--- config.mk ---
export PLATFORM = sky130hd
export DESIGN_NAME = sfc_spi_ctrl
export DESIGN_NICKNAME = d
export VERILOG_FILES = /design/src/sfc_pkg.sv /design/src/sfc_fifo_if.sv /design/src/sfc_fifo.sv /design/src/sfc_spi_ctrl.sv
export VERILOG_INCLUDE_DIRS = /design/src /design/src/src
export SDC_FILE = /design/constraint.sdc
export NUM_CORES = 1
export LEC_CHECK = 0
export BUFFER_PORTS_ARGS = -buffer_cell sky130_fd_sc_hd__buf_4
export CAP_MARGIN = 20
export CORE_MARGIN = 4
export CORE_UTILIZATION = 61
export DETAILED_ROUTE_END_ITERATION = 10
export PLACE_DENSITY = 0.79
export SYNTH_ARGS = -nofsm -noshare
export SYNTH_HDL_FRONTEND = slang
export SYNTH_SLANG_ARGS = --single-unit
--- constraint.sdc ---
create_clock -name clk -period 3.6 [get_ports clk]
set_input_delay 0.72 -clock clk [delete_from_list [all_inputs] [get_ports clk]]
set_output_delay 0.72 -clock clk [all_outputs]
set_load 0.005 [all_outputs]
--- src/sfc_map.svh ---
// Purpose: named constants of the serial controller
// Assumes: included by bare name
// Notes:   definitions only
`ifndef SFC_MAP_SVH
`define SFC_MAP_SVH
`define SFC_CHAR_W    8
`define SFC_LAST_BIT  3'h7
`define SFC_RATIO_DEF 4
`define SFC_DEPTH_DEF 16
`define SFC_NSS_DEF   4
`define SFC_PIN_N     4
`define SFC_PIN_MOSI  0
`define SFC_PIN_MISO  1
`define SFC_PIN_SCK   2
`define SFC_PIN_SS    3
`define SFC_PIN_RST   4'hb
`endif

--- src/sfc_pkg.sv ---
// Purpose: shared types of the serial controller
// Assumes: nothing
// Notes:   state codes are gray along idle, shift, done
package sfc_pkg;
	typedef enum logic [1:0] {
		SFC_IDLE  = 2'b00,
		SFC_SHIFT = 2'b01,
		SFC_DONE  = 2'b11
	} sfc_state_t;
endpackage

--- src/sfc_fifo_if.sv ---
// Purpose: carrier between the controller and its fifos
// Assumes: one writer and one reader
// Notes:   count is the live occupancy
`timescale 1ns/1ns
interface sfc_fifo_if #(
	parameter int W = 8,
	parameter int D = 16
);
	logic                 w_valid;
	logic                 w_ready;
	logic [W-1:0]         w_data;
	logic                 r_valid;
	logic                 r_ready;
	logic [W-1:0]         r_data;
	logic [$clog2(D):0]   count;
	modport fifo (input w_valid, input w_data, input r_ready,
		output w_ready, output r_valid, output r_data, output count);
	modport user (output w_valid, output w_data, output r_ready,
		input w_ready, input r_valid, input r_data, input count);
endinterface

--- src/sfc_fifo.sv ---
// Purpose: show-ahead fifo with valid and ready on both sides
// Assumes: D is a power of two
// Notes:   storage is flip-flops
`timescale 1ns/1ns
module sfc_fifo #(
	parameter int W = 8,
	parameter int D = 16
)(
	input wire logic clk,
	input wire logic resetn,
	sfc_fifo_if.fifo f
);
	localparam int AW = $clog2(D);
	logic [W-1:0]  mem_r [D];
	logic [AW-1:0] wp_r;
	logic [AW-1:0] rp_r;
	logic [AW:0]   cnt_r;
	logic          wr;
	logic          rd;

	assign wr        = f.w_valid & f.w_ready;
	assign rd        = f.r_valid & f.r_ready;
	assign f.w_ready = cnt_r != (AW+1)'(D);
	assign f.r_valid = cnt_r != '0;
	assign f.r_data  = mem_r[rp_r];
	assign f.count   = cnt_r;

	always_ff @(posedge clk) begin
		if (wr) begin
			mem_r[wp_r] <= f.w_data;
		end
	end

	always_ff @(posedge clk or negedge resetn) begin
		if (!resetn) begin
			wp_r  <= '0;
			rp_r  <= '0;
			cnt_r <= '0;
		end else begin
			if (wr) begin
				wp_r <= wp_r + 1'b1;
			end
			if (rd) begin
				rp_r <= rp_r + 1'b1;
			end
			if (wr && !rd) begin
				cnt_r <= cnt_r + 1'b1;
			end else if (rd && !wr) begin
				cnt_r <= cnt_r - 1'b1;
			end
		end
	end
endmodule // sfc_fifo

--- src/sfc_spi_ctrl.sv ---
// Purpose: standard serial master/slave controller with paired fifos
// Assumes: mode 0 framing, msb first, pins sampled through three flops
// Notes:   control and status bits are plain ports
`timescale 1ns/1ns
`include "sfc_map.svh"
module sfc_spi_ctrl
	import sfc_pkg::*;
#(
	parameter int SCK_RATIO = `SFC_RATIO_DEF,
	parameter int DEPTH     = `SFC_DEPTH_DEF,
	parameter int NSS       = `SFC_NSS_DEF
)(
	input  wire logic                      clk,
	input  wire logic                      resetn,
	input  wire logic                      enable,
	input  wire logic                      master_mode,
	input  wire logic                      auto_ss,
	input  wire logic                      inhibit,
	input  wire logic [NSS-1:0]            slave_select_reg,
	input  wire logic                      tx_wr_valid,
	input  wire logic [`SFC_CHAR_W-1:0]    tx_wr_data,
	output logic                           tx_wr_ack,
	output logic                           tx_wr_err,
	input  wire logic                      rx_rd_req,
	output logic [`SFC_CHAR_W-1:0]         rx_rd_data,
	output logic                           rx_rd_ack,
	output logic                           rx_rd_err,
	output logic [$clog2(DEPTH):0]         tx_occupancy,
	output logic [$clog2(DEPTH):0]         rx_occupancy,
	output logic                           busy,
	output logic                           ratio_err,
	output logic                           evt_tx_empty,
	output logic                           evt_tx_half,
	output logic                           evt_tx_underrun,
	output logic                           evt_rx_full,
	output logic                           evt_rx_overflow,
	input  wire logic                      sck_in,
	output logic                           sck_out,
	output logic                           sck_oe,
	input  wire logic                      serial_line_zero_in,
	output logic                           serial_line_zero_out,
	output logic                           serial_line_zero_oe,
	input  wire logic                      serial_line_one_in,
	output logic                           serial_line_one_out,
	output logic                           serial_line_one_oe,
	input  wire logic                      slave_select_input_n,
	output logic [NSS-1:0]                 ss_out_n,
	output logic                           ss_oe
);
	localparam int HALF = SCK_RATIO / 2;
	localparam int DW   = $clog2(SCK_RATIO) + 1;
	localparam int CW   = $clog2(DEPTH) + 1;

	sfc_fifo_if #(.W(`SFC_CHAR_W), .D(DEPTH)) tx_f ();
	sfc_fifo_if #(.W(`SFC_CHAR_W), .D(DEPTH)) rx_f ();

	sfc_state_t                 st_r;
	logic [`SFC_PIN_N-1:0]      pin_raw;
	logic [`SFC_PIN_N-1:0]      s1_r;
	logic [`SFC_PIN_N-1:0]      s2_r;
	logic [`SFC_PIN_N-1:0]      s3_r;
	logic [`SFC_PIN_N-1:0]      flt_r;
	logic                       sck_p_r;
	logic [`SFC_CHAR_W-1:0]     sh_r;
	logic [2:0]                 bits_r;
	logic                       smp_r;
	logic                       from_fifo_r;
	logic [DW-1:0]              div_r;
	logic                       sck_r;
	logic                       ratio_err_r;
	logic                       sel;
	logic                       slv_en;
	logic                       tick;
	logic                       m_start;
	logic                       load;
	logic                       abort;
	logic                       samp_ev;
	logic                       shift_ev;
	logic                       done;

	// lowest active request wins so at most one select is low
	function automatic logic [NSS-1:0] sfc_onehot_low(input logic [NSS-1:0] v);
		logic [NSS-1:0] r;
		logic           found;
		r     = '1;
		found = 1'b0;
		for (int i = 0; i < NSS; i++) begin
			if (!v[i] && !found) begin
				r[i]  = 1'b0;
				found = 1'b1;
			end
		end
		return r;
	endfunction

	sfc_fifo #(.W(`SFC_CHAR_W), .D(DEPTH)) u_tx_fifo (
		.clk    (clk),
		.resetn (resetn),
		.f      (tx_f)
	);

	sfc_fifo #(.W(`SFC_CHAR_W), .D(DEPTH)) u_rx_fifo (
		.clk    (clk),
		.resetn (resetn),
		.f      (rx_f)
	);

	// pin inputs: three flops, a change counts once stages two and three agree
	assign pin_raw = {slave_select_input_n, sck_in, serial_line_one_in,
		serial_line_zero_in};

	genvar g;
	generate
		for (g = 0; g < `SFC_PIN_N; g++) begin : g_sync
			always_ff @(posedge clk or negedge resetn) begin
				if (!resetn) begin
					s1_r[g]  <= 1'(`SFC_PIN_RST >> g);
					s2_r[g]  <= 1'(`SFC_PIN_RST >> g);
					s3_r[g]  <= 1'(`SFC_PIN_RST >> g);
					flt_r[g] <= 1'(`SFC_PIN_RST >> g);
				end else begin
					s1_r[g] <= pin_raw[g];
					s2_r[g] <= s1_r[g];
					s3_r[g] <= s2_r[g];
					if (s2_r[g] == s3_r[g]) begin
						flt_r[g] <= s3_r[g];
					end
				end
			end
		end
	endgenerate

	always_ff @(posedge clk or negedge resetn) begin
		if (!resetn) begin
			sck_p_r <= 1'b0;
		end else begin
			sck_p_r <= flt_r[`SFC_PIN_SCK];
		end
	end

	always_ff @(posedge clk or negedge resetn) begin
		if (!resetn) begin
			ratio_err_r <= 1'b0;
		end else begin
			ratio_err_r <= !master_mode && (SCK_RATIO == 2);
		end
	end

	assign sel     = !flt_r[`SFC_PIN_SS];
	assign slv_en  = enable && !master_mode && !ratio_err_r;
	assign tick    = div_r == DW'(HALF - 1);
	// start needs data to send and room for the answer, so master trains never overflow
	assign m_start = enable && !inhibit && tx_f.r_valid && rx_f.w_ready;
	assign load    = master_mode ? m_start : (sel && slv_en);
	assign abort   = master_mode ? (inhibit || !enable) : (!sel || !slv_en);
	assign samp_ev = !master_mode && sel && flt_r[`SFC_PIN_SCK] && !sck_p_r;
	assign shift_ev = master_mode ? (tick && sck_r)
		: (sel && !flt_r[`SFC_PIN_SCK] && sck_p_r);
	assign done    = st_r == SFC_DONE;

	always_ff @(posedge clk or negedge resetn) begin
		if (!resetn) begin
			st_r <= SFC_IDLE;
		end else begin
			case (st_r)
				SFC_IDLE: begin
					if (load) begin
						st_r <= SFC_SHIFT;
					end
				end
				SFC_SHIFT: begin
					if (abort) begin
						st_r <= SFC_IDLE;
					end else if (shift_ev && bits_r == `SFC_LAST_BIT) begin
						st_r <= SFC_DONE;
					end
				end
				SFC_DONE: begin
					st_r <= SFC_IDLE;
				end
				default: begin
					st_r <= SFC_IDLE;
				end
			endcase
		end
	end

	// master clock divider, runs only while shifting
	always_ff @(posedge clk or negedge resetn) begin
		if (!resetn) begin
			div_r <= '0;
			sck_r <= 1'b0;
		end else if (st_r != SFC_SHIFT || !master_mode) begin
			div_r <= '0;
			sck_r <= 1'b0;
		end else if (tick) begin
			div_r <= '0;
			sck_r <= !sck_r;
		end else begin
			div_r <= div_r + 1'b1;
		end
	end

	always_ff @(posedge clk or negedge resetn) begin
		if (!resetn) begin
			smp_r <= 1'b0;
		end else if (samp_ev) begin
			smp_r <= flt_r[`SFC_PIN_MOSI];
		end
	end

	// master takes its input bit at the falling edge: the filtered pin lags
	// four cycles, and the far end changed it a whole period earlier
	always_ff @(posedge clk or negedge resetn) begin
		if (!resetn) begin
			sh_r        <= '0;
			bits_r      <= '0;
			from_fifo_r <= 1'b0;
		end else if (st_r == SFC_IDLE && load) begin
			sh_r        <= tx_f.r_valid ? tx_f.r_data : '0;
			bits_r      <= '0;
			from_fifo_r <= tx_f.r_valid;
		end else if (st_r == SFC_SHIFT && shift_ev) begin
			sh_r   <= {sh_r[`SFC_CHAR_W-2:0],
				master_mode ? flt_r[`SFC_PIN_MISO] : smp_r};
			bits_r <= bits_r + 1'b1;
		end
	end

	// transmit entry leaves only on completion, so an abort keeps it for retry
	assign tx_f.w_valid = tx_wr_valid;
	assign tx_f.w_data  = tx_wr_data;
	assign tx_f.r_ready = done && from_fifo_r;
	assign rx_f.w_valid = done;
	assign rx_f.w_data  = sh_r;
	assign rx_f.r_ready = rx_rd_req;
	assign tx_occupancy = tx_f.count;
	assign rx_occupancy = rx_f.count;

	always_ff @(posedge clk or negedge resetn) begin
		if (!resetn) begin
			tx_wr_ack <= 1'b0;
			tx_wr_err <= 1'b0;
		end else begin
			tx_wr_ack <= tx_wr_valid;
			tx_wr_err <= tx_wr_valid && !tx_f.w_ready;
		end
	end

	always_ff @(posedge clk or negedge resetn) begin
		if (!resetn) begin
			rx_rd_ack  <= 1'b0;
			rx_rd_err  <= 1'b0;
			rx_rd_data <= '0;
		end else begin
			rx_rd_ack <= rx_rd_req;
			rx_rd_err <= rx_rd_req && !rx_f.r_valid;
			if (rx_rd_req && rx_f.r_valid) begin
				rx_rd_data <= rx_f.r_data;
			end
		end
	end

	always_ff @(posedge clk or negedge resetn) begin
		if (!resetn) begin
			evt_tx_empty    <= 1'b0;
			evt_tx_half     <= 1'b0;
			evt_tx_underrun <= 1'b0;
			evt_rx_full     <= 1'b0;
			evt_rx_overflow <= 1'b0;
		end else begin
			evt_tx_empty    <= tx_f.r_ready && tx_f.count == CW'(1);
			evt_tx_half     <= tx_f.r_ready && tx_f.count == CW'(DEPTH / 2 + 1);
			evt_tx_underrun <= st_r == SFC_SHIFT && samp_ev && bits_r == '0
				&& !from_fifo_r;
			evt_rx_full     <= done && rx_f.count == CW'(DEPTH - 1);
			evt_rx_overflow <= done && !rx_f.w_ready;
		end
	end

	always_ff @(posedge clk or negedge resetn) begin
		if (!resetn) begin
			busy      <= 1'b0;
			ratio_err <= 1'b0;
		end else begin
			busy      <= st_r != SFC_IDLE;
			ratio_err <= ratio_err_r;
		end
	end

	// pins: drive only in our role so the shared lines never collide
	always_ff @(posedge clk or negedge resetn) begin
		if (!resetn) begin
			sck_out              <= 1'b0;
			sck_oe               <= 1'b0;
			serial_line_zero_out <= 1'b0;
			serial_line_zero_oe  <= 1'b0;
			serial_line_one_out  <= 1'b0;
			serial_line_one_oe   <= 1'b0;
		end else begin
			sck_out              <= sck_r;
			sck_oe               <= enable && master_mode;
			serial_line_zero_out <= sh_r[`SFC_CHAR_W-1];
			serial_line_zero_oe  <= enable && master_mode;
			serial_line_one_out  <= sh_r[`SFC_CHAR_W-1];
			serial_line_one_oe   <= slv_en && sel;
		end
	end

	always_ff @(posedge clk or negedge resetn) begin
		if (!resetn) begin
			ss_out_n <= '1;
			ss_oe    <= 1'b0;
		end else begin
			ss_oe <= enable && master_mode;
			if (enable && master_mode && (!auto_ss || st_r != SFC_IDLE)) begin
				ss_out_n <= sfc_onehot_low(slave_select_reg);
			end else begin
				ss_out_n <= '1;
			end
		end
	end
endmodule // sfc_spi_ctrl
==> run_results.csv <==
group,metric,value,unit
route,routed_via_density,6.02,
global_routing,grt_pass1_vias,7005,
logic_synthesis,synth_area_per_cell,18.8,um^2
global_routing,antenna_found_initial,0,
layout,drive_gt1_frac,0.264,
worst_setup_path,worstSetupPathDepth,9,
logic_synthesis,syn_inst,736,
global_routing,grt_pass1_wl,40.0,mm
worst_setup_path,critPathMaxStageDelay,0.72,ns
timing,maxSlewHeadroom,0.347,
route,total_routed_length,26.0,mm
route,detail_route.first_pass.iterations,5,
floorplanning,die_x,159,um
timing,clock-skew-final,0.0186,ns
clock_tree,cts_htree_levels,2,
placed_design,placement.cell_area,14500,um^2
clock_tree,cts_resized,0,
worst_setup_path,crit_family,"compound AO/OA/AOI/OAI gates",
placed_design,place.port_buffers,62,
worst_setup_path,worstSetupStartpoint,"u_rx_fifo.f.count[0]$_DFFE_PN0P_",
logic_synthesis,yosys-top-cells-area,"sky130_fd_sc_hd__edfxtp_1 56%, sky130_fd_sc_hd__dfrtp_1 13%, sky130_fd_sc_hd__mux4_2 8.0%",
global_routing,largest_net_degree_at_the_start_of_global_routing,50,
worst_setup_path,worst-endpoint-arrival,3.47,ns
worst_setup_path,worst_setup_path_start_kind,"register",
global_routing,gr-usage-all-layers,0.214,
run_status,run_status,"finished, final reports clean",
clock_tree,cts_root_buffer,"sky130_fd_sc_hd__clkbuf_16",
clock_tree,cts_tree,"done",
route,detail-route-antenna-nets,0,
timing,final_min_period_over_clock_period,0.848,
logic_synthesis,netlist.top_cell.by_area,"sky130_fd_sc_hd__edfxtp_1",
layout,num_antenna_cells,0,
logic_synthesis,synthDistinctLibCells,52,
worst_setup_path,cp-end-kind,"register",
route,drt-initial-drc-count,501,
worst_setup_path,crit_path_max_fanout,13,
logic_synthesis,postSynth.asyncResetShare,0.256,
worst_setup_path,worst_reg_to_reg_setup_slack,0.55,ns
worst_setup_path,crit_buf_inv,1,
pwr,maximum_resistive_drop_on_vdd,493,uV
floorplanning,effective_utilization_at_floorplan,0.627,
run,drv_cap,0,
floorplanning,design.die.area,25200,um^2
floorplanning,core,22100,um^2
floorplanning,die_height,159,um
worst_setup_path,req_time_crit_path,4.02,ns
clock_tree,cts_sinks,344,
timing,max_slew.worst_pin.slew,0.966,ns
global_routing,grt-ovfl-total,0,
worst_setup_path,timing.reg2reg.worst_path_depth,9,
logic_synthesis,netlist.area_leader.share,0.555,
clock_tree,clock_latency_on_the_worst_skew_pair,0.51,ns
clock_tree,worst_setup_hold_path_clk_slew,0.06,ns
timing,hold_viol_final,0,
placed_design,routabilityCongestion,0.838,
logic_synthesis,synth.yosys.seq_area_share,0.716,
logic_synthesis,top_cells_by_instance_count_after_synthesis,"256 x sky130_fd_sc_hd__edfxtp_1, 72 x sky130_fd_sc_hd__dfrtp_1, 49 x sky130_fd_sc_hd__mux4_2",
route,remaining_drc_errors,0,
worst_setup_path,reg2reg_from,"u_rx_fifo.f.count[0]$_DFFE_PN0P_",
route,dr_total_vias,6720,
floorplanning,pin_count,64,
worst_setup_path,slowest_stage,"sky130_fd_sc_hd__a21oi_1",
layout,area_growth,12.8,%
worst_setup_path,reg2reg_to,"u_rx_fifo.f.count[4]$_DFFE_PN0P_",
layout,finish.instance_area,15600,um^2
logic_synthesis,synth-edff-count,256,
logic_synthesis,yosys_most_used_dff,"sky130_fd_sc_hd__edfxtp_1",
layout,layout.nets,857,
timing,finalWorstPathRequiredPeriod,3.05,ns
pwr,power_per_cell_area,605,nW/um^2
timing,timing.final.max_slew_violations,0,
logic_synthesis,synthesis.nets,783,
timing,final.setup.tns,0,ns
worst_setup_path,crit_path_category,"reg -> reg",
logic_synthesis,ys.warnings.count,0,
timing,max_freq,327,MHz
timing,rsz0062_at_grt,"no",
min_path,worst_hold_path_type,"in -> async",
worst_setup_path,cpMostUsedCell,"sky130_fd_sc_hd__a21oi_1",
placed_design,dp_hpwl,17.2,mm
clock_tree,cts-hold-fix-buffers,0,
worst_setup_path,crit_path_end,"u_rx_fifo.f.count[4]$_DFFE_PN0P_",
clock_tree,postCtsSetupBuffers,0,
timing,final-setup-viol-count,0,
floorplanning,placement_rows,54,
pwr,power.leakage,0.00554,uW
route,route.detailed.wl_per_inst,23.3,um
clock_tree,cts-root-to-sink-buffers,3,
logic_synthesis,number_of_register_bits_inferred_by_synthesis,344,
clock_tree,cts_made_buffers,35,
logic_synthesis,yosysMostFrequentCell,"sky130_fd_sc_hd__edfxtp_1",
logic_synthesis,syn-cell-area,13800,um^2
worst_setup_path,cp_cell_sequence,"nor4_2, a21oi_1, ha_1, inv_1, fa_1, a21o_1, a21oi_1, mux2i_1, xnor2_1",
metal layers:
metal / vias to the layer above / part of all wire / GRT usage / wire (um)
met5: - / 0 / 0 / 0
met4: 0 / 0.026 / 0.0626 / 666
met3: 39 / 0.054 / 0.0337 / 1410
met2: 183 / 0.52 / 0.365 / 13600
met1: 3464 / 0.40 / 0.289 / 10300
li1: 3034 / - / - / -
report_power, final:
part / total [uW] / internal, uW / switching, uW
sequential: 5180 / 4770 / 405
clock: 3490 / 2070 / 1410
combinational: 780 / 353 / 427
placed cells by master, fill, tap and decap left out, types with 10 or more instances in the layout:
cell,n
sky130_fd_sc_hd__xor2_1,10
sky130_fd_sc_hd__mux2i_1,37
sky130_fd_sc_hd__dfstp_2,16
sky130_fd_sc_hd__o21ai_0,10
sky130_fd_sc_hd__and2_1,14
sky130_fd_sc_hd__clkbuf_16,39
sky130_fd_sc_hd__ha_1,22
sky130_fd_sc_hd__nand3_1,11
sky130_fd_sc_hd__mux4_2,49
sky130_fd_sc_hd__dfrtp_1,71
sky130_fd_sc_hd__buf_4,75
sky130_fd_sc_hd__mux2_2,21
sky130_fd_sc_hd__inv_1,14
sky130_fd_sc_hd__nor2_1,28
sky130_fd_sc_hd__xnor2_1,14
sky130_fd_sc_hd__mux4_1,15
sky130_fd_sc_hd__nand2_1,26
sky130_fd_sc_hd__edfxtp_1,256
sequential cells by signal (all words and copies together), names as in the netlist, 5 cells and up:
register and cells:
u_rx_fifo.f.count 5, rx_rd_data 8, u_rx_fifo.mem_r 128, u_tx_fifo.mem_r 128
rx_f.w_data 8, u_tx_fifo.f.count 5
layout make-up:
type	instances	area, um^2
flip-flops and latches	344	9910
fillers	1316	6470
multi-input cells	340	3610
clock buffers	52	1070
repair buffers	75	563
well taps	280	350
clock inverters	11	56.3
inverters	14	52.6
cells by family (layout without fill, tap and decap cells):
group | after synthesis | in the layout | share of synthesized area
adder cells (fa/ha/maj) | 27 | 27 | 0.0242
flip-flops | 344 | 344 | 0.716
AO/OA/AOI/OAI | 38 | 38 | 0.0185
other | 1 | 1 | 0.000271
AND/OR/NAND/NOR | 128 | 128 | 0.0508
XOR/XNOR | 24 | 24 | 0.0152
buffers and inverters | 52 | 152 | 0.0234
multiplexers | 122 | 122 | 0.152
how the worst min path moves through the flow:
stage	end	slack [ns]	start
floorplan	s2_r[2]$_DFF_PN0_	0.33	s1_r[2]$_DFF_PN0_
global placement	s2_r[2]$_DFF_PN0_	0.33	s1_r[2]$_DFF_PN0_
detailed placement	s2_r[2]$_DFF_PN0_	0.33	s1_r[2]$_DFF_PN0_
CTS	tx_wr_ack$_DFF_PN0_	0.26	resetn
global route	evt_tx_empty$_DFF_PN0_	0.30	resetn
finish	tx_wr_ack$_DFF_PN0_	0.25	resetn
metrics by stage:
| step | cells | hold WS (ns) | util | total power (uW) | setup WS [ns] |
|---|---|---|---|---|---|
| floorplan | 736 | 0.331 | - | 5540 | 0.787 |
| global placement | 1053 | 0.333 | 0.656 | 5940 | 0.828 |
| detailed placement | 1053 | 0.335 | 0.656 | 6040 | 0.607 |
| CTS | 1116 | 0.263 | 0.707 | 9520 | 0.583 |
| global route | 1116 | 0.297 | 0.707 | 9810 | 0.298 |
| finish | 1116 | 0.254 | 0.707 | 9440 | 0.546 |
(Power assumes the default switching activity.)
